$ cat src/lcio_pkg.sv
// Shared constants and types for the line circuit I/O port block.
package lcio_pkg;

  // ----------------------------------------------------------------
  // Structure
  // ----------------------------------------------------------------
  localparam int NCH      = 4;   // Line channels.
  localparam int NPIN     = 5;   // Control pins per channel.
  localparam int PIN_PRI  = 0;   // Primary line input pin index.
  localparam int PIN_SEC  = 1;   // Secondary line input pin index.
  localparam int PIN_AUX3 = 2;   // Auxiliary pin three index.
  localparam int PIN_AUX4 = 3;   // Auxiliary pin four index.
  localparam int PIN_AUX5 = 4;   // Auxiliary pin five index.

  // ----------------------------------------------------------------
  // Register map (byte addresses)
  // ----------------------------------------------------------------
  localparam int         ADDR_W       = 8;      // Decoded address bits.
  localparam logic [7:0] OFS_CHAN_EN  = 8'h00;  // Channel enables.
  localparam logic [7:0] OFS_DIR      = 8'h04;  // Pin directions, 1 = output.
  localparam logic [7:0] OFS_OUT      = 8'h08;  // Latched output levels.
  localparam logic [7:0] OFS_DEBOUNCE = 8'h0C;  // Debounce time in ms.
  localparam logic [7:0] OFS_SAMPLE   = 8'h10;  // Filter sampling interval.
  localparam logic [7:0] OFS_PROC     = 8'h14;  // Processing enables.
  localparam logic [7:0] OFS_CHAN_RD  = 8'h18;  // Per-channel input read.
  localparam logic [7:0] OFS_BULK_PRI = 8'h1C;  // Primary bits, all channels.
  localparam logic [7:0] OFS_BULK_SEC = 8'h20;  // Secondary bits, all channels.

  // ----------------------------------------------------------------
  // Fields and reset values
  // ----------------------------------------------------------------
  localparam int PROC_DEB   = 0;  // Debounce enable bit.
  localparam int PROC_FILT  = 1;  // Up/down filter enable bit.
  localparam int PROC_DEMUX = 2;  // Ground-key demultiplex enable bit.
  localparam int PROC_W     = 3;  // Processing field width.
  localparam int TIME_W     = 4;  // Debounce and sample field width.
  localparam int FILT_W     = 2;  // Up/down counter width.
  localparam logic [FILT_W-1:0] FILT_MAX    = 2'h3;   // Counter saturation.
  localparam logic [FILT_W-1:0] FILT_ONE    = 2'h1;   // Counter step.
  localparam logic [TIME_W-1:0] TIME_ONE    = 4'h1;   // Time step.
  localparam logic [3:0]        CHAN_EN_RST = 4'h0;   // No channel selected.
  localparam logic [4:0]        DIR_RST     = 5'h00;  // All pins inputs.
  localparam logic [4:0]        OUT_RST     = 5'h00;  // All latches low.
  localparam logic [1:0]        HRESP_OKAY  = 2'h0;   // AHB OKAY response.

  // ----------------------------------------------------------------
  // Timing
  // ----------------------------------------------------------------
  localparam int CLK_PERIOD_PS   = 4000;           // Clock period, ps.
  localparam int TICK_TIME_MS    = 1;              // Base time step, ms.
  localparam int PS_PER_MS       = 1000000000;     // Picoseconds per ms.
  localparam int TICK_CYCLES_DEF = TICK_TIME_MS * PS_PER_MS / CLK_PERIOD_PS;
  localparam int TICK_W          = 18;             // Tick counter width.

  // Bus slave states.
  typedef enum logic [1:0] {
    LCIO_BUS_IDLE   = 2'b00,
    LCIO_BUS_WRITE  = 2'b01,
    LCIO_BUS_RDWAIT = 2'b10
  } lcio_bus_t;

endpackage

$ cat src/lcio_filt_if.sv
// Interface between the port controller and one channel's input filter.
`timescale 1ns/10ps
interface lcio_filt_if;
  logic       tick;      // One-cycle pulse every base time step.
  logic [3:0] deb_time;  // Debounce time in steps.
  logic [3:0] samp_int;  // Sampling interval in steps.
  logic       deb_en;    // Debounce enable.
  logic       filt_en;   // Up/down filter enable.
  logic       raw_pri;   // Unprocessed primary level.
  logic       raw_sec;   // Unprocessed secondary level.
  logic       pri_out;   // Processed primary bit.
  logic       sec_out;   // Processed secondary bit.
  modport ctrl (output tick, deb_time, samp_int, deb_en, filt_en, raw_pri, raw_sec,
                input pri_out, sec_out);
  modport filt (input tick, deb_time, samp_int, deb_en, filt_en, raw_pri, raw_sec,
                output pri_out, sec_out);
endinterface

$ cat src/lcio_top.sv
// Four-channel line circuit I/O ports with an AHB-Lite register slave.
//
// Behaviour
// - Host sets each pin's direction individually.
// - Output pins drive host-latched levels until rewritten.
// - Optional primary debounce, 0 to 15 ms.
// - Optional secondary up/down filter, programmable sampling interval.
// - Processing applies only when enabled, else raw.
// - Demultiplex splits primary into off-hook and ground-key.
// - Demultiplexed ground key replaces secondary input.
// - Demultiplexed bits get debounce and filter too.
// - Channel read returns processed bits and aux levels.
// - Two bulk reads return all channels' bits.
// - Auxiliary input levels readable by channel read.
//
// Decided for this implementation: the AHB-Lite interface to the registers and the register offsets.
`timescale 1ns/10ps
module lcio_top #(
  parameter int TICK_CYCLES = lcio_pkg::TICK_CYCLES_DEF  // Clock cycles per base time step.
) (
  input  wire logic                          hclk,                   // Bus clock, 250 MHz.
  input  wire logic                          hresetn,                // Asynchronous reset, active low.
  input  wire logic                          hce,                    // Clock enable for all state.
  input  wire logic                          hsel,                   // Slave select.
  input  wire logic [31:0]                   haddr,                  // Byte address.
  input  wire logic [1:0]                    htrans,                 // Transfer type.
  input  wire logic                          hwrite,                 // Write when high.
  input  wire logic [2:0]                    hsize,                  // Transfer size.
  input  wire logic [31:0]                   hwdata,                 // Write data.
  input  wire logic                          hready,                 // Bus ready.
  output logic                               hreadyout,              // Slave ready.
  output logic [31:0]                        hrdata,                 // Read data.
  output logic [1:0]                         hresp,                  // Always OKAY.
  input  wire logic [lcio_pkg::NCH-1:0]      line_input_primary_i,   // Primary pin levels.
  output logic      [lcio_pkg::NCH-1:0]      line_input_primary_o,   // Primary pin drive.
  output logic      [lcio_pkg::NCH-1:0]      line_input_primary_oe,  // Primary pin enable.
  input  wire logic [lcio_pkg::NCH-1:0]      line_input_secondary_i, // Secondary pin levels.
  output logic      [lcio_pkg::NCH-1:0]      line_input_secondary_o, // Secondary pin drive.
  output logic      [lcio_pkg::NCH-1:0]      line_input_secondary_oe,// Secondary pin enable.
  input  wire logic [lcio_pkg::NCH-1:0]      aux_io_three_i,         // Aux three levels.
  output logic      [lcio_pkg::NCH-1:0]      aux_io_three_o,         // Aux three drive.
  output logic      [lcio_pkg::NCH-1:0]      aux_io_three_oe,        // Aux three enable.
  input  wire logic [lcio_pkg::NCH-1:0]      aux_io_four_i,          // Aux four levels.
  output logic      [lcio_pkg::NCH-1:0]      aux_io_four_o,          // Aux four drive.
  output logic      [lcio_pkg::NCH-1:0]      aux_io_four_oe,         // Aux four enable.
  input  wire logic [lcio_pkg::NCH-1:0]      aux_io_five_i,          // Aux five levels.
  output logic      [lcio_pkg::NCH-1:0]      aux_io_five_o,          // Aux five drive.
  output logic      [lcio_pkg::NCH-1:0]      aux_io_five_oe,         // Aux five enable.
  output logic                               ground_key_demux_sel    // Demultiplex phase to the line circuits.
);
  import lcio_pkg::*;

  // ----------------------------------------------------------------
  // Declarations
  // ----------------------------------------------------------------
  lcio_bus_t                    bus_q;        // Slave state.
  logic [ADDR_W-1:0]            addr_q;       // Captured address.
  logic                         hreadyout_q;  // Ready flop.
  logic [31:0]                  hrdata_q;     // Read data flop.
  logic [31:0]                  rd_mux;       // Read data selected by address.
  logic                         accept;       // Address phase taken.
  logic                         wr_fire;      // Write data phase completes.
  logic [NCH-1:0]               chan_en_q;    // Channel select bits.
  logic [NCH-1:0][NPIN-1:0]     dir_q;        // Directions, 1 = output.
  logic [NCH-1:0][NPIN-1:0]     out_q;        // Latched output levels.
  logic [NCH-1:0][TIME_W-1:0]   deb_q;        // Debounce times.
  logic [NCH-1:0][TIME_W-1:0]   samp_q;       // Sampling intervals.
  logic [NCH-1:0][PROC_W-1:0]   proc_q;       // Processing enables.
  logic [NCH-1:0][NPIN-1:0]     pin_in;       // Pin levels grouped per channel.
  logic [NCH-1:0]               offhook_q;    // Recovered off-hook level.
  logic [NCH-1:0]               gkey_q;       // Recovered ground-key level.
  logic [NCH-1:0]               pri_proc;     // Processed primary bits.
  logic [NCH-1:0]               sec_proc;     // Processed secondary bits.
  logic [TICK_W-1:0]            tick_cnt_q;   // Base time step counter.
  logic                         tick_q;       // Base time step pulse.
  logic                         gk_phase_q;   // Demultiplex phase.
  logic [1:0]                   rd_ch;        // Channel shown by reads.

  // Lowest-numbered selected channel answers channel reads.
  function automatic logic [1:0] first_chan(input logic [NCH-1:0] en);
    logic [1:0] idx;
    idx = '0;
    for (int i = NCH - 1; i >= 0; i--) begin
      if (en[i]) begin
        idx = i[1:0];
      end
    end
    return idx;
  endfunction

  // ----------------------------------------------------------------
  // AHB-Lite slave
  // ----------------------------------------------------------------
  assign accept  = hsel && htrans[1] && hready;
  assign wr_fire = hce && (bus_q == LCIO_BUS_WRITE);

  // Writes finish with no wait; reads take one wait state so they see a preceding write.
  always_ff @(posedge hclk or negedge hresetn) begin
    if (!hresetn) begin
      bus_q       <= LCIO_BUS_IDLE;
      addr_q      <= '0;
      hreadyout_q <= 1'b1;
      hrdata_q    <= '0;
    end else if (hce) begin
      unique case (bus_q)
        // Idle or write data phase: a new address phase may be taken.
        LCIO_BUS_IDLE, LCIO_BUS_WRITE: begin
          if (accept) begin
            addr_q <= haddr[ADDR_W-1:0];
            if (hwrite) begin
              bus_q <= LCIO_BUS_WRITE;
            end else begin
              bus_q       <= LCIO_BUS_RDWAIT;
              hreadyout_q <= 1'b0;
            end
          end else begin
            bus_q <= LCIO_BUS_IDLE;
          end
        end
        // Read wait: ready is low, so no address phase is taken here.
        LCIO_BUS_RDWAIT: begin
          hrdata_q    <= rd_mux;
          hreadyout_q <= 1'b1;
          bus_q       <= LCIO_BUS_IDLE;
        end
        // The unused code falls back to idle with ready high.
        default: begin
          bus_q       <= LCIO_BUS_IDLE;
          hreadyout_q <= 1'b1;
        end
      endcase
    end
  end

  assign hreadyout = hreadyout_q;
  assign hrdata    = hrdata_q;
  assign hresp     = HRESP_OKAY;
  assign rd_ch     = first_chan(chan_en_q);

  // Read multiplexer; unmapped addresses, and per-channel registers while no channel is selected, read zero.
  always_comb begin
    rd_mux = '0;
    case (addr_q)
      OFS_CHAN_EN:  rd_mux[NCH-1:0]    = chan_en_q;
      OFS_DIR:      rd_mux[NPIN-1:0]   = (|chan_en_q) ? dir_q[rd_ch] : '0;
      OFS_OUT:      rd_mux[NPIN-1:0]   = (|chan_en_q) ? out_q[rd_ch] : '0;
      OFS_DEBOUNCE: rd_mux[TIME_W-1:0] = (|chan_en_q) ? deb_q[rd_ch] : '0;
      OFS_SAMPLE:   rd_mux[TIME_W-1:0] = (|chan_en_q) ? samp_q[rd_ch] : '0;
      OFS_PROC:     rd_mux[PROC_W-1:0] = (|chan_en_q) ? proc_q[rd_ch] : '0;
      OFS_CHAN_RD: begin
        if (|chan_en_q) begin
          rd_mux[NPIN-1:0] = pin_in[rd_ch];
          rd_mux[PIN_PRI]  = pri_proc[rd_ch];
          rd_mux[PIN_SEC]  = sec_proc[rd_ch];
        end
      end
      OFS_BULK_PRI: rd_mux[NCH-1:0]    = pri_proc;
      OFS_BULK_SEC: rd_mux[NCH-1:0]    = sec_proc;
      default:      rd_mux             = '0;
    endcase
  end

  // Channel enables gate every per-channel write below.
  always_ff @(posedge hclk or negedge hresetn) begin
    if (!hresetn) begin
      chan_en_q <= CHAN_EN_RST;
    end else if (wr_fire && addr_q == OFS_CHAN_EN) begin
      chan_en_q <= hwdata[NCH-1:0];
    end
  end

  // ----------------------------------------------------------------
  // Time base and demultiplex phase
  // ----------------------------------------------------------------
  // One pulse per base step; the demultiplex phase alternates on each pulse.
  always_ff @(posedge hclk or negedge hresetn) begin
    if (!hresetn) begin
      tick_cnt_q <= '0;
      tick_q     <= 1'b0;
      gk_phase_q <= 1'b0;
    end else if (hce) begin
      tick_q <= 1'b0;
      if (tick_cnt_q == TICK_W'(TICK_CYCLES - 1)) begin
        tick_cnt_q <= '0;
        tick_q     <= 1'b1;
        gk_phase_q <= ~gk_phase_q;
      end else begin
        tick_cnt_q <= tick_cnt_q + TICK_W'(1);
      end
    end
  end

  assign ground_key_demux_sel = gk_phase_q;

  // ----------------------------------------------------------------
  // Per-channel logic
  // ----------------------------------------------------------------
  for (genvar c = 0; c < NCH; c++) begin : g_ch
    lcio_filt_if fif ();

    assign pin_in[c] = {aux_io_five_i[c], aux_io_four_i[c], aux_io_three_i[c],
                        line_input_secondary_i[c], line_input_primary_i[c]};

    // Configuration is written to every selected channel at once.
    always_ff @(posedge hclk or negedge hresetn) begin
      if (!hresetn) begin
        dir_q[c]  <= DIR_RST;
        out_q[c]  <= OUT_RST;
        deb_q[c]  <= '0;
        samp_q[c] <= '0;
        proc_q[c] <= '0;
      end else if (wr_fire && chan_en_q[c]) begin
        case (addr_q)
          OFS_DIR:      dir_q[c]  <= hwdata[NPIN-1:0];
          OFS_OUT:      out_q[c]  <= hwdata[NPIN-1:0];
          OFS_DEBOUNCE: deb_q[c]  <= hwdata[TIME_W-1:0];
          OFS_SAMPLE:   samp_q[c] <= hwdata[TIME_W-1:0];
          OFS_PROC:     proc_q[c] <= hwdata[PROC_W-1:0];
          default:      dir_q[c]  <= dir_q[c];
        endcase
      end
    end

    // The primary pin carries off-hook in phase low and ground key in phase high.
    always_ff @(posedge hclk or negedge hresetn) begin
      if (!hresetn) begin
        offhook_q[c] <= 1'b0;
        gkey_q[c]    <= 1'b0;
      end else if (hce && tick_q) begin
        if (gk_phase_q) begin
          gkey_q[c] <= line_input_primary_i[c];
        end else begin
          offhook_q[c] <= line_input_primary_i[c];
        end
      end
    end

    // In demultiplex mode both recovered bits still pass through the filters.
    assign fif.tick     = tick_q;
    assign fif.deb_time = deb_q[c];
    assign fif.samp_int = samp_q[c];
    assign fif.deb_en   = proc_q[c][PROC_DEB];
    assign fif.filt_en  = proc_q[c][PROC_FILT];
    assign fif.raw_pri  = proc_q[c][PROC_DEMUX] ? offhook_q[c] : line_input_primary_i[c];
    assign fif.raw_sec  = proc_q[c][PROC_DEMUX] ? gkey_q[c] : line_input_secondary_i[c];
    assign pri_proc[c]  = fif.pri_out;
    assign sec_proc[c]  = fif.sec_out;

    lcio_chan_filt u_filt (
      .hclk    (hclk),
      .hresetn (hresetn),
      .hce     (hce),
      .f       (fif.filt)
    );

    // Output enables follow directions; levels come from the latches.
    assign line_input_primary_oe[c]   = dir_q[c][PIN_PRI];
    assign line_input_secondary_oe[c] = dir_q[c][PIN_SEC];
    assign aux_io_three_oe[c]         = dir_q[c][PIN_AUX3];
    assign aux_io_four_oe[c]          = dir_q[c][PIN_AUX4];
    assign aux_io_five_oe[c]          = dir_q[c][PIN_AUX5];
    assign line_input_primary_o[c]    = out_q[c][PIN_PRI];
    assign line_input_secondary_o[c]  = out_q[c][PIN_SEC];
    assign aux_io_three_o[c]          = out_q[c][PIN_AUX3];
    assign aux_io_four_o[c]           = out_q[c][PIN_AUX4];
    assign aux_io_five_o[c]           = out_q[c][PIN_AUX5];
  end
endmodule

$ cat src/lcio_chan_filt.sv
// Debounce and up/down counter filter for one line channel.
`timescale 1ns/10ps
module lcio_chan_filt (
  input wire logic hclk,    // Bus clock.
  input wire logic hresetn, // Asynchronous reset, active low.
  input wire logic hce,     // Clock enable, freezes state when low.
  lcio_filt_if.filt f       // Filter configuration and data.
);
  import lcio_pkg::*;

  logic [TIME_W-1:0] deb_cnt_q;   // Steps the new primary level has held.
  logic              stable_q;    // Debounced primary level.
  logic [TIME_W-1:0] samp_cnt_q;  // Steps since last filter sample.
  logic [FILT_W-1:0] ud_q;        // Up/down counter.
  logic              filt_q;      // Filtered secondary level.
  logic              pri_q;       // Presented primary bit.
  logic              sec_q;       // Presented secondary bit.

  // ----------------------------------------------------------------
  // Debounce
  // ----------------------------------------------------------------
  // A new level is accepted only after it held for the full time; any return to the old level restarts it.
  // The first step after a change may be partial, so one step more than the setting is counted.
  always_ff @(posedge hclk or negedge hresetn) begin
    if (!hresetn) begin
      deb_cnt_q <= '0;
      stable_q  <= 1'b0;
    end else if (hce) begin
      if (f.raw_pri == stable_q) begin
        deb_cnt_q <= '0;                                // Level agrees, nothing pending.
      end else if (f.deb_time == '0) begin
        stable_q  <= f.raw_pri;
        deb_cnt_q <= '0;
      end else if (f.tick) begin
        if (deb_cnt_q >= f.deb_time) begin
          stable_q  <= f.raw_pri;
          deb_cnt_q <= '0;
        end else begin
          deb_cnt_q <= deb_cnt_q + TIME_ONE;
        end
      end
    end
  end

  // ----------------------------------------------------------------
  // Up/down counter filter
  // ----------------------------------------------------------------
  // Samples the secondary level once per interval and walks the counter toward it.
  always_ff @(posedge hclk or negedge hresetn) begin
    if (!hresetn) begin
      samp_cnt_q <= '0;
      ud_q       <= '0;
    end else if (hce && f.tick) begin
      if (samp_cnt_q >= f.samp_int) begin
        samp_cnt_q <= '0;
        if (f.raw_sec && ud_q != FILT_MAX) begin
          ud_q <= ud_q + FILT_ONE;
        end else if (!f.raw_sec && ud_q != '0) begin
          ud_q <= ud_q - FILT_ONE;
        end
      end else begin
        samp_cnt_q <= samp_cnt_q + TIME_ONE;
      end
    end
  end

  // The filtered level flips only at the counter's ends, giving hysteresis.
  always_ff @(posedge hclk or negedge hresetn) begin
    if (!hresetn) begin
      filt_q <= 1'b0;
    end else if (hce) begin
      if (ud_q == FILT_MAX) begin
        filt_q <= 1'b1;
      end else if (ud_q == '0) begin
        filt_q <= 1'b0;
      end
    end
  end

  // ----------------------------------------------------------------
  // Presented bits
  // ----------------------------------------------------------------
  // Raw levels pass unless processing is enabled.
  always_ff @(posedge hclk or negedge hresetn) begin
    if (!hresetn) begin
      pri_q <= 1'b0;
      sec_q <= 1'b0;
    end else if (hce) begin
      pri_q <= f.deb_en ? stable_q : f.raw_pri;
      sec_q <= f.filt_en ? filt_q : f.raw_sec;
    end
  end

  assign f.pri_out = pri_q;
  assign f.sec_out = sec_q;
endmodule

$ cat config.mk
export PLATFORM = sky130hd
export DESIGN_NAME = lcio_top
export DESIGN_NICKNAME = d
export VERILOG_FILES = /design/src/lcio_pkg.sv /design/src/lcio_filt_if.sv /design/src/lcio_top.sv /design/src/lcio_chan_filt.sv
export SDC_FILE = /design/constraint.sdc
export NUM_CORES = 1
export LEC_CHECK = 0
export BUFFER_PORTS_ARGS = -buffer_cell sky130_fd_sc_hd__buf_2
export CELL_PAD_IN_SITES_DETAIL_PLACEMENT = 0
export CELL_PAD_IN_SITES_GLOBAL_PLACEMENT = 2
export CORE_ASPECT_RATIO = 0.9
export CORE_MARGIN = 2
export CORE_UTILIZATION = 39
export DETAILED_ROUTE_END_ITERATION = 10
export GPL_TIMING_DRIVEN = 1
export PLACE_DENSITY = 0.95
export SLEW_MARGIN = 30
export SYNTH_ARGS = -nofsm -noshare
export SYNTH_HDL_FRONTEND = slang
export SYNTH_SLANG_ARGS = --single-unit
$ cat constraint.sdc
create_clock -name hclk -period 3.93 [get_ports hclk]
set_clock_uncertainty 0.2 [all_clocks]
set_input_delay 0.393 -clock hclk [delete_from_list [all_inputs] [get_ports hclk]]
set_output_delay 0.393 -clock hclk [all_outputs]
set_load 0.03 [all_outputs]
# Yosys cells after proc, flatten, opt, wreduce, memory -nomap -nowiden
# Index checks and enable logic that the tools add are counted.
[word_totals]
mem_bits_ro = 0
register_bits = 188
in_bits = 95
latchBits = 0
n_memories = 0
ram_bits = 0
[classes]
n_reduce_logical = 99
eq_ne = 25
div = 0
multipliers = 0
bitwise = 5
n_lt_le_gt_ge = 9
muxes = 101
shift = 0
addsub = 17
[op_table]
columns = ["operator", "count"]
rows = [
  ["$mux W4", 24],
  ["$reduce_and A2 Y1", 32],
  ["$mux W1", 42],
  ["$reduce_bool A2 Y1", 20],
  ["$add A4 B1 Y4 const B", 8],
  ["$eq A8 B5 Y1 const B", 4],
  ["$ge A4 B4 Y1", 8],
  ["$bmux W5 S2", 3],
  ["$mux W2", 15],
  ["$mux W5", 6],
  ["$pmux W3 S9", 1],
  ["$add A18 B1 Y18 const B", 1],
  ["$eq A18 B18 Y1 const B", 1],
  ["$mux W18", 1],
  ["$reduce_and A3 Y1", 6],
  ["$logic_and A1 B1 Y1", 17],
  ["$bmux W4 S2", 2],
  ["$eq A8 B4 Y1 const B", 2],
  ["$logic_not A4 Y1", 4],
  ["$reduce_and A4 Y1", 4],
  ["$ne A2 B2 Y1 const B", 6],
  ["$reduce_bool A3 Y1", 4],
  ["$eq A2 B2 Y1 const B", 5],
  ["$logic_not A2 Y1", 5],
  ["17 further kinds", 35],
]

# Depth between registers and ports, before layout
# Gate-level depths: netlist of the first run.
[depth]
word_depth = 8
ltp_mapped = 9

# Hierarchy
# From an unflattened synthesis of the first run, not the netlist that was laid out.
[unflattened]
cells_unflattened = 990
area_unflattened_um2 = 10583.9
[modules_own_cells]
columns = ["module", "area_each_um2", "cells_per_inst", "n_inst"]
rows = [
  ["lcio_top", 6735.2, 582, 1],
  ["lcio_chan_filt", 962.2, 102, 4],
]

# Worst setup path after synthesis of the first run
# Ideal clock, no wire load.
[synth_path]
kind = "register to register"
start = "register g_ch[1].u_filt.deb_cnt_q[0]"
end = "register g_ch[1].u_filt.deb_cnt_q[0]"
stages_incl_launch_ff = 8
n_path_buf = 0
period_less_slack_ns = 2.236
arrival_ns = 1.968
setup_ns = 0.068
path_slack_ns = 1.694
cell_sequence = "dfrtp_1 -> inv_1 -> ha_1 -> nand2b_1 -> a21o_1 -> a21o_1 -> a2111oi_1 -> mux2_2"
[synth_between]
elab_chain_cells = 5
word_cells_on_any_way = 6
classes_between = "add/sub (1); order compare (1); mux (4)"
[synth_rtl]
columns = ["element", "line", "text"]
rows = [
  ["start: declaration", "lcio_chan_filt.sv:11", "logic [TIME_W-1:0] deb_cnt_q;"],
  ["start signal: assignment", "lcio_chan_filt.sv:39", "deb_cnt_q <= deb_cnt_q + TIME_ONE;"],
  ["$add A4 B1 Y4 or $ge A4 B4 Y1 (tied branches)", "lcio_chan_filt.sv:39, lcio_chan_filt.sv:35", ""],
  ["$mux W4 *", "lcio_chan_filt.sv:35", "if (deb_cnt_q >= f.deb_time) begin"],
  ["$mux W4 *", "lcio_chan_filt.sv:34", "end else if (f.tick) begin"],
  ["$mux W4 *", "lcio_chan_filt.sv:31", "end else if (f.deb_time == '0) begin"],
  ["$mux W4 *", "lcio_chan_filt.sv:29", "if (f.raw_pri == stable_q) begin"],
]
# Mark *: on every way between the ends. The rest lies on a longest branch, timed or not. The select of a mux whose other input is x is not followed.
# A chain may end at the register's enable or synchronous reset.

# Final worst setup path of the first run
[layout_path]
start = "register chan_en_q[2]"
end = "register hrdata_q[0], in the netlist hrdata[0]"
[layout_between]
elab_chain_cells = 7
word_cells_on_any_way = 23
classes_between = "mux (22); reduce/logical (1)"
[layout_rtl]
columns = ["element", "line", "text"]
rows = [
  ["start: declaration", "lcio_top.sv:63", "logic [NCH-1:0] chan_en_q;"],
  ["start signal: assignment", "lcio_top.sv:168", "chan_en_q <= hwdata[NCH-1:0];"],
  ["$mux W2 (3 in a row)", "lcio_top.sv:84", "if (en[i]) begin"],
  ["$bmux W1 S2, or another cell as far along", "lcio_top.sv:153", "rd_mux[PIN_PRI] = pri_proc[rd_ch];"],
  ["$mux W1 (implied by the code), or another cell as far along", "lcio_top.sv:153", ""],
  ["$mux W5, or another cell as far along", "lcio_top.sv:151", "if (|chan_en_q) begin"],
  ["$pmux W3 S9 *", "lcio_top.sv:143", "case (addr_q)"],
  ["end signal: assignment", "lcio_top.sv:122", "hrdata_q <= rd_mux;"],
  ["end: declaration", "lcio_top.sv:59", "logic [31:0] hrdata_q;"],
]
# Marked as above.

==> reports/qor.log, run 1 <==
INFO  place          port-buffer-count=86
INFO  synthesis      post_synth_num_cell_types=66
INFO  critical_path  worst_reg_to_reg_path_cell_count=7
INFO  floorplanning  dieArea=28200squm
INFO  floorplanning  floorplan.die.height=159um
INFO  synthesis      ys_seq_area_share=45.0%
INFO  synthesis      synth_area_leaders=sky130_fd_sc_hd__dfrtp_1 (45%), sky130_fd_sc_hd__mux2_2 (11%), sky130_fd_sc_hd__ha_1 (5.9%), sky130_fd_sc_hd__nand2_1 (4.1%), sky130_fd_sc_hd__o21ai_0 (3.3%)
INFO  place          place_area=11200squm
INFO  cts            htreeDepth=4
INFO  drt            drtIter0Drc=630
INFO  grt            grt_overflow_total=0
INFO  drt            postRouteAntennaNets=0
INFO  cts            cts_buffers=17
INFO  critical_path  timing.critical_path.fanout_max=24
INFO  grt            largest_net_degree_at_the_start_of_global_routing=90
INFO  critical_path  setup.reg_to_reg.worst_slack=1.07ns
INFO  sta            rsz0062_at_grt=no
INFO  place          hpwlAfterDp=19600um
INFO  place          gp_congestion=0.833
INFO  synthesis      syn-instance-count=1018
INFO  synthesis      synth_top_area_share=44.7%
INFO  sta            slew_headroom=43.2%
INFO  cts            ctsRootBufferMaster=sky130_fd_sc_hd__clkbuf_16
INFO  drt            firstDrtPassIters=6
INFO  drt            post_drt_via_cell_ratio=5.49
INFO  floorplanning  boundaryPins=171
INFO  cts            clock_latency=0.45ns
INFO  synthesis      synth.ff_latch_count=188
INFO  critical_path  critical_path_required=4.08ns
INFO  critical_path  timing_worst_setup_path_type=reg2reg
INFO  grt            antenna_found_initial=1
INFO  synthesis      postSynth.asyncResetShare=100%
INFO  run            maxCapViolations=0
INFO  sta            minimum_clock_period_after_layout=2.86ns
INFO  critical_path  regToRegEndpoint=hrdata[0]$_DFFE_PN0P_
INFO  synthesis      synth-main-ff-cell=sky130_fd_sc_hd__dfrtp_1
INFO  cells_and_area final_area=11900squm
INFO  sta            hold_violations=0
INFO  cts            max-clock-path-buffers=2
INFO  cells_and_area syn2layout_area_growth=13.3%
INFO  cts            cts_tree=done
INFO  power_and_ir_drop max-vdd-ir-drop=0.270mV
INFO  hold_path      timing.hold.worst_endpoint=gkey_q[3]$_DFFE_PN0P_
INFO  grt            grt_pass1_wl=43800um
INFO  sta            fin_setup_tns=0ns
INFO  floorplanning  die_x=177um
INFO  drt            post-route-drc-count=0
INFO  synthesis      netlist.top_cell.by_area=sky130_fd_sc_hd__dfrtp_1
INFO  critical_path  kind_of_start_point_of_the_critical_path=flop
INFO  hold_path      worst_hold_startpoint=line_input_primary_i[3]
INFO  drt            vias=8039
INFO  sta            setup_violations=0
INFO  hold_path      whs_path_depth=2
INFO  grt            overall_global_routing_usage=19.8%
INFO  cells_and_area drive_gt1_share=22.6%
INFO  power_and_ir_drop static-leakage-power=5.60nW
INFO  drt            routed_wirelength=27200um
INFO  grt            number_of_global_route_vias_before_repair=7743
INFO  critical_path  startpoint=chan_en_q[2]$_DFFE_PN0P_
INFO  cells_and_area num-nets-final=1248
INFO  cells_and_area antenna_cells=0
INFO  sta            min_period_over_period=72.7%
INFO  floorplanning  start_util=39.9%
INFO  run_status     run_status=complete, no violations
INFO  power_and_ir_drop power_density=362nW/um^2
INFO  synthesis      postSynthAreaPerCell=10.3squm
INFO  hold_path      worstHoldPathType=in2reg
INFO  floorplanning  placement_row_count=56
INFO  drt            post_drt_wl_per_cell=18.6um
INFO  synthesis      mapped_area=10500squm
INFO  critical_path  r2r-start=chan_en_q[2]$_DFFE_PN0P_
INFO  cts            clk_pin_slew_worst_paths=0.07ns
INFO  sta            timing_worst_slew_pin_value=0.850ns
INFO  critical_path  critPathArrivalTime=3.01ns
INFO  sta            slew_viol_final=0
INFO  cts            clock_sink_count=188
INFO  synthesis      synth_enable_flop_cells=0
INFO  critical_path  critical_path.endpoint_type=flop
INFO  floorplanning  design.core.area=26200squm
INFO  synthesis      ys_warn_count=0
INFO  sta            timing.fmax=350MHz
## synth_stat cells (all sizes together) (6+ instances only)
cell type  instances
ha                49
nand3b            16
mux2i             17
nand2b            18
nor4               8
and2               8
o221ai             8
a22o              14
xnor2             16
clkbuf            25
buf               45
o31ai              7
xor2              12
nor2b              6
a21o              18
or2               10
nand4              8
a21oi             28
a22oi             20
dfrtp            187
o21ai             71
nor2              38
o211ai             7
inv               47
nand3             28
nand2            115
o22ai              7
nor3              21
mux2             103
## flip-flops by register name, summed over array words and instances (netlist names), 5 cells and up
| name | count |
|---|---|
| addr_q | 8 |
| g_ch.fif.deb_time | 16 |
| g_ch.fif.samp_int | 16 |
| g_ch.u_filt.deb_cnt_q | 16 |
| g_ch.u_filt.samp_cnt_q | 16 |
| g_ch.u_filt.ud_q | 8 |
| hrdata | 5 |
| tick_cnt_q | 18 |
## worst max-delay path: stages, from the launching register on
cell	delay (ns)
sky130_fd_sc_hd__dfrtp_1	0.86
sky130_fd_sc_hd__nor2b_1	0.59
sky130_fd_sc_hd__buf_4	0.27
sky130_fd_sc_hd__a22oi_1	0.10
sky130_fd_sc_hd__o22ai_1	0.20
sky130_fd_sc_hd__nand2_1	0.12
sky130_fd_sc_hd__a41o_1	0.26
sky130_fd_sc_hd__a22oi_1	0.15
## final cells by class
class                   instances  area (sq um)
repair buffers                109           649
clock inverters                13           145
well taps                     348           435
inverters                      47           176
fillers                      2486         14400
multi-input cells             741          5290
flip-flops and latches        188          4710
clock buffers                  19           453
## metrics by stage
step	power (mW)	hold slack [ns]	setup WS [ns]	cells	utilization, %
3_5_place_dp	2.55	0.293	1.17	1423	42.6
2_1_floorplan	2.41	-0.103	1.69	1046	-
4_1_cts	4.31	0.00409	1.15	1465	45.2
6_report	4.29	0.0122	1.07	1465	45.2
3_3_place_gp	2.54	0.283	1.21	1423	42.6
5_1_grt	4.47	0.0148	0.969	1465	45.2
## worst max-delay path by stage
| stage | to | slack (ns) |
|---|---|---|
| 2_1_floorplan | g_ch[1].u_filt.deb_cnt_q[0]$_DFFE_PN0P_ | 1.69 |
| 3_3_place_gp | hrdata[1]$_DFFE_PN0P_ | 1.21 |
| 3_5_place_dp | hrdata[0]$_DFFE_PN0P_ | 1.17 |
| 4_1_cts | hrdata[0]$_DFFE_PN0P_ | 1.15 |
| 5_1_grt | hrdata[0]$_DFFE_PN0P_ | 0.97 |
| 6_report | hrdata[0]$_DFFE_PN0P_ | 1.07 |
## where the power goes
part	total, mW	internal (mW)	switching [mW]
sequential	2.10	2.00	0.107
clock	1.77	0.938	0.828
combinational	0.422	0.151	0.271
total	4.29	3.08	1.21
## layout by cell type, fill, tap and decap left out, types with 17 or more instances in the layout
| cell | instances |
|---|---|
| sky130_fd_sc_hd__dfrtp_1 | 187 |
| sky130_fd_sc_hd__nand2_1 | 115 |
| sky130_fd_sc_hd__mux2_2 | 103 |
| sky130_fd_sc_hd__buf_2 | 85 |
| sky130_fd_sc_hd__o21ai_0 | 69 |
| sky130_fd_sc_hd__ha_1 | 49 |
| sky130_fd_sc_hd__inv_1 | 47 |
| sky130_fd_sc_hd__nor2_1 | 38 |
| sky130_fd_sc_hd__conb_1 | 29 |
| sky130_fd_sc_hd__a21oi_1 | 28 |
| sky130_fd_sc_hd__nand3_1 | 28 |
| sky130_fd_sc_hd__nor3_1 | 21 |
| sky130_fd_sc_hd__a22oi_1 | 20 |
| sky130_fd_sc_hd__nand2b_1 | 18 |
| sky130_fd_sc_hd__a21o_1 | 18 |
| sky130_fd_sc_hd__mux2i_1 | 17 |
| sky130_fd_sc_hd__clkbuf_16 | 17 |
## timing repair
action | in CTS | in global routing
hold buffers | 10 | 0
buffers inserted | 0 | 0
hold endpoints to repair | 95 | 0
resized for setup | 0 | 0
## logic make-up after synthesis
kind of cell / share of synthesized area (%)
adders and majority gates: 5.86
and+or+nand+nor: 15.0
other: 0.0358
DFF: 45.0
buffers and inverters: 5.51
AOI/OAI and AO/OA: 13.3
xor gates and xnor gates: 2.34
muxes: 12.9
## metal layers
metal | track usage, % | routed length [um] | vias up
met5 | 0 | 13 | -
met4 | 6.46 | 515 | 2
met3 | 3.27 | 1430 | 34
met2 | 29.7 | 12000 | 229
met1 | 29.0 | 13300 | 3984
li1 | - | - | 3790
Note: power is estimated with default switching activity, not from simulation.
==> inputs of run 2 (changes only) <==
- CORE_UTILIZATION: 39 -> 33
- PLACE_DENSITY: 0.95 -> 0.87
- clock period: 3.93 -> 2.31 ns (I/O delays scaled with it)
==> run 2 against run 1 <==
  * Critical endpoint is now hrdata[3]$_DFFE_PN0P_
  * Design area up 6.2%
  * Sequential power up 68%
  * Sequential cell count unchanged
  * Core utilization down 4.7 points
  * Highest routed layer is now met4
  * Non-clock buffer count up 74
  * Clock power up 67%
  * Register-to-register slack worse by 1.0 ns
  * Via count up 3.0%
  * Count of clock-buffer cells in the layout up 5
  * Worst hold slack better by 0.074 ns
  * Maximum frequency up 26%
  * Critical path depth unchanged
==> reports/qor.log, run 2 (synthesized netlist as in run 1, its figures left out) <==
INFO  cells_and_area final_cell_mix=sky130_fd_sc_hd__dfrtp_1 (182), sky130_fd_sc_hd__nand2_1 (115), sky130_fd_sc_hd__mux2_2 (103)
INFO  critical_path  critical_path_required=2.43ns
INFO  sta            worst_hold_slack=0.0860ns
INFO  place          gp_congestion=0.868
INFO  power_and_ir_drop power.sequential.fraction=47.6%
INFO  drt            routed_wirelength=29000um
INFO  cells_and_area syn2layout_area_growth=20.3%
INFO  place          port-buffer-count=86
INFO  grt            number_of_global_route_vias_before_repair=7973
INFO  power_and_ir_drop p_switching=1.95mW
INFO  cts            clock_latency=0.44ns
INFO  power_and_ir_drop max-vdd-ir-drop=0.554mV
INFO  sta            min_period_over_period=98.2%
INFO  sta            minimum_clock_period_after_layout=2.27ns
INFO  floorplanning  placement_row_count=61
INFO  grt            largest_net_degree_at_the_start_of_global_routing=43
INFO  floorplanning  dieArea=33200squm
INFO  cells_and_area largest_register_ffs=18
INFO  floorplanning  boundaryPins=171
INFO  sta            slew_viol_final=0
INFO  critical_path  timing_worst_setup_path_type=reg2reg
INFO  cts            cts_buffers=17
INFO  floorplanning  start_util=33.7%
INFO  cells_and_area num-nets-final=1322
INFO  floorplanning  die_x=192um
INFO  run            maxCapViolations=0
INFO  cells_and_area mostFrequentLayoutCell=sky130_fd_sc_hd__dfrtp_1
INFO  sta            setup_violations=0
INFO  cts            clock_sink_count=188
INFO  run_status     run_status=complete, no violations
INFO  critical_path  timing.critical_path.fanout_max=27
INFO  cells_and_area post-route-util=40.5%
INFO  grt            grt_pass1_wl=45900um
INFO  cts            cts_tree=done
INFO  drt            vias=8280
INFO  power_and_ir_drop internal_power=5.46mW
INFO  grt            antenna_found_initial=0
INFO  sta            hold_violations=0
INFO  sta            fin_setup_tns=0ns
INFO  power_and_ir_drop power_density=589nW/um^2
INFO  drt            firstDrtPassIters=6
INFO  place          hpwlAfterDp=21300um
INFO  sta            timing.fmax=441MHz
INFO  cts            ctsRootBufferMaster=sky130_fd_sc_hd__clkbuf_16
INFO  power_and_ir_drop static-leakage-power=5.97nW
INFO  power_and_ir_drop clkPwrFrac=39.9%
INFO  power_and_ir_drop power.total=7.41mW
INFO  sta            timing_worst_slew_pin_value=0.592ns
INFO  cts            htreeDepth=4
INFO  grt            grt_overflow_total=0
INFO  drt            post_drt_wl_per_cell=18.2um
INFO  drt            post_drt_via_cell_ratio=5.18
INFO  cells_and_area drive_gt1_share=27.2%
INFO  critical_path  critical_path.endpoint_type=flop
INFO  cells_and_area final_area=12600squm
INFO  cts            cts_setup_buffers=0
INFO  drt            postRouteAntennaNets=0
INFO  cells_and_area largest_register=tick_cnt_q
INFO  drt            post-route-drc-count=0
INFO  sta            rsz0062_at_grt=yes
INFO  critical_path  critPathArrivalTime=2.39ns
INFO  drt            drtIter0Drc=626
INFO  place          place_area=11800squm
INFO  power_and_ir_drop comb_pwr_share=12.5%
INFO  cts            clk_pin_slew_worst_paths=0.07ns
INFO  grt            overall_global_routing_usage=17.8%
INFO  floorplanning  floorplan.die.height=173um
INFO  floorplanning  design.core.area=31100squm
INFO  cts            max-clock-path-buffers=2
INFO  cells_and_area antenna_cells=0
INFO  hold_path      worstHoldPathType=in2reg
INFO  critical_path  kind_of_start_point_of_the_critical_path=flop
INFO  cells_and_area fillerInstances=3030
INFO  power_and_ir_drop switching_share=26.3%
INFO  sta            slew_headroom=60.1%
## run 2: power by group through the flow
| stage | Sequential [mW] | Combinational [mW] | Clock, mW |
|---|---|---|---|
| final | 3.53 | 0.924 | 2.96 |
| after global routing | 3.55 | 1.01 | 3.17 |
| after CTS | 3.52 | 0.909 | 3.02 |
| after detailed placement | 3.58 | 0.884 | 0 |
| after global placement | 3.58 | 0.875 | 0 |
| after floorplan | 3.56 | 0.539 | 0 |
## run 2: final timing paths
path                                                    start                             endpoint  slack (ns)  depth (start not counted)
max                                  chan_en_q[1]$_DFFE_PN0P_                hrdata[3]$_DFFE_PN0P_        0.04                          7
min                                                 hwdata[3]  g_ch[2].fif.deb_time[3]$_DFFE_PN0P_        0.09                          3
max reg2reg                          chan_en_q[1]$_DFFE_PN0P_                hrdata[3]$_DFFE_PN0P_        0.04                          7
min reg2reg                g_ch[2].u_filt.ud_q[1]$_DFFE_PN0P_   g_ch[2].u_filt.ud_q[1]$_DFFE_PN0P_        0.30                          1
max in group asynchronous                             hresetn             chan_en_q[1]$_DFFE_PN0P_        1.16                          3
min in group asynchronous                             hresetn                addr_q[3]$_DFFE_PN0P_        0.10                          2
## run 2: what timing repair did
action | CTS | global route
hold endpoints to repair | 215 | 0
hold buffers | 17 | 0
endpoints found under the setup margin | 2 | 30
gates resized for setup | 1 | 15
pin swaps | 0 | 4
## run 2: worst max-delay path, cell delays in order, from the launching register on
cell,delay (ns)
sky130_fd_sc_hd__dfrtp_2,0.44
sky130_fd_sc_hd__buf_12,0.17
sky130_fd_sc_hd__or2_2,0.35
sky130_fd_sc_hd__or3_1,0.33
sky130_fd_sc_hd__o221ai_1,0.08
sky130_fd_sc_hd__o21ai_1,0.10
sky130_fd_sc_hd__nor4bb_1,0.38
sky130_fd_sc_hd__o21ai_1,0.09
## run 2: layout make-up
| type | instances | area, sq um | area share [%] |
|---|---|---|---|
| well taps | 409 | 512 | 4.06 |
| inverters | 47 | 176 | 1.40 |
| flip-flops and latches | 188 | 4710 | 37.4 |
| clock inverters | 6 | 86.3 | 0.686 |
| clock buffers | 24 | 492 | 3.90 |
| multi-input cells | 741 | 5320 | 42.3 |
| repair buffers | 183 | 1290 | 10.3 |
## run 2: metrics by stage
step / instances / worst slack, ns
after CTS: 1598 / 0.0303
after floorplan: 1046 / 0.0740
after global placement: 1551 / 0.0358
final: 1598 / 0.0418
after global routing: 1598 / -0.0435
after detailed placement: 1551 / -0.0176
## run 2: routing by layer
layer	vias to the layer above	part of all wire [%]	track usage (%)
met2	221	44	25.9
met3	40	4.8	2.80
met4	0	2.0	5.54
li1	3923	-	-
met5	-	0	0
met1	4096	50	26.7
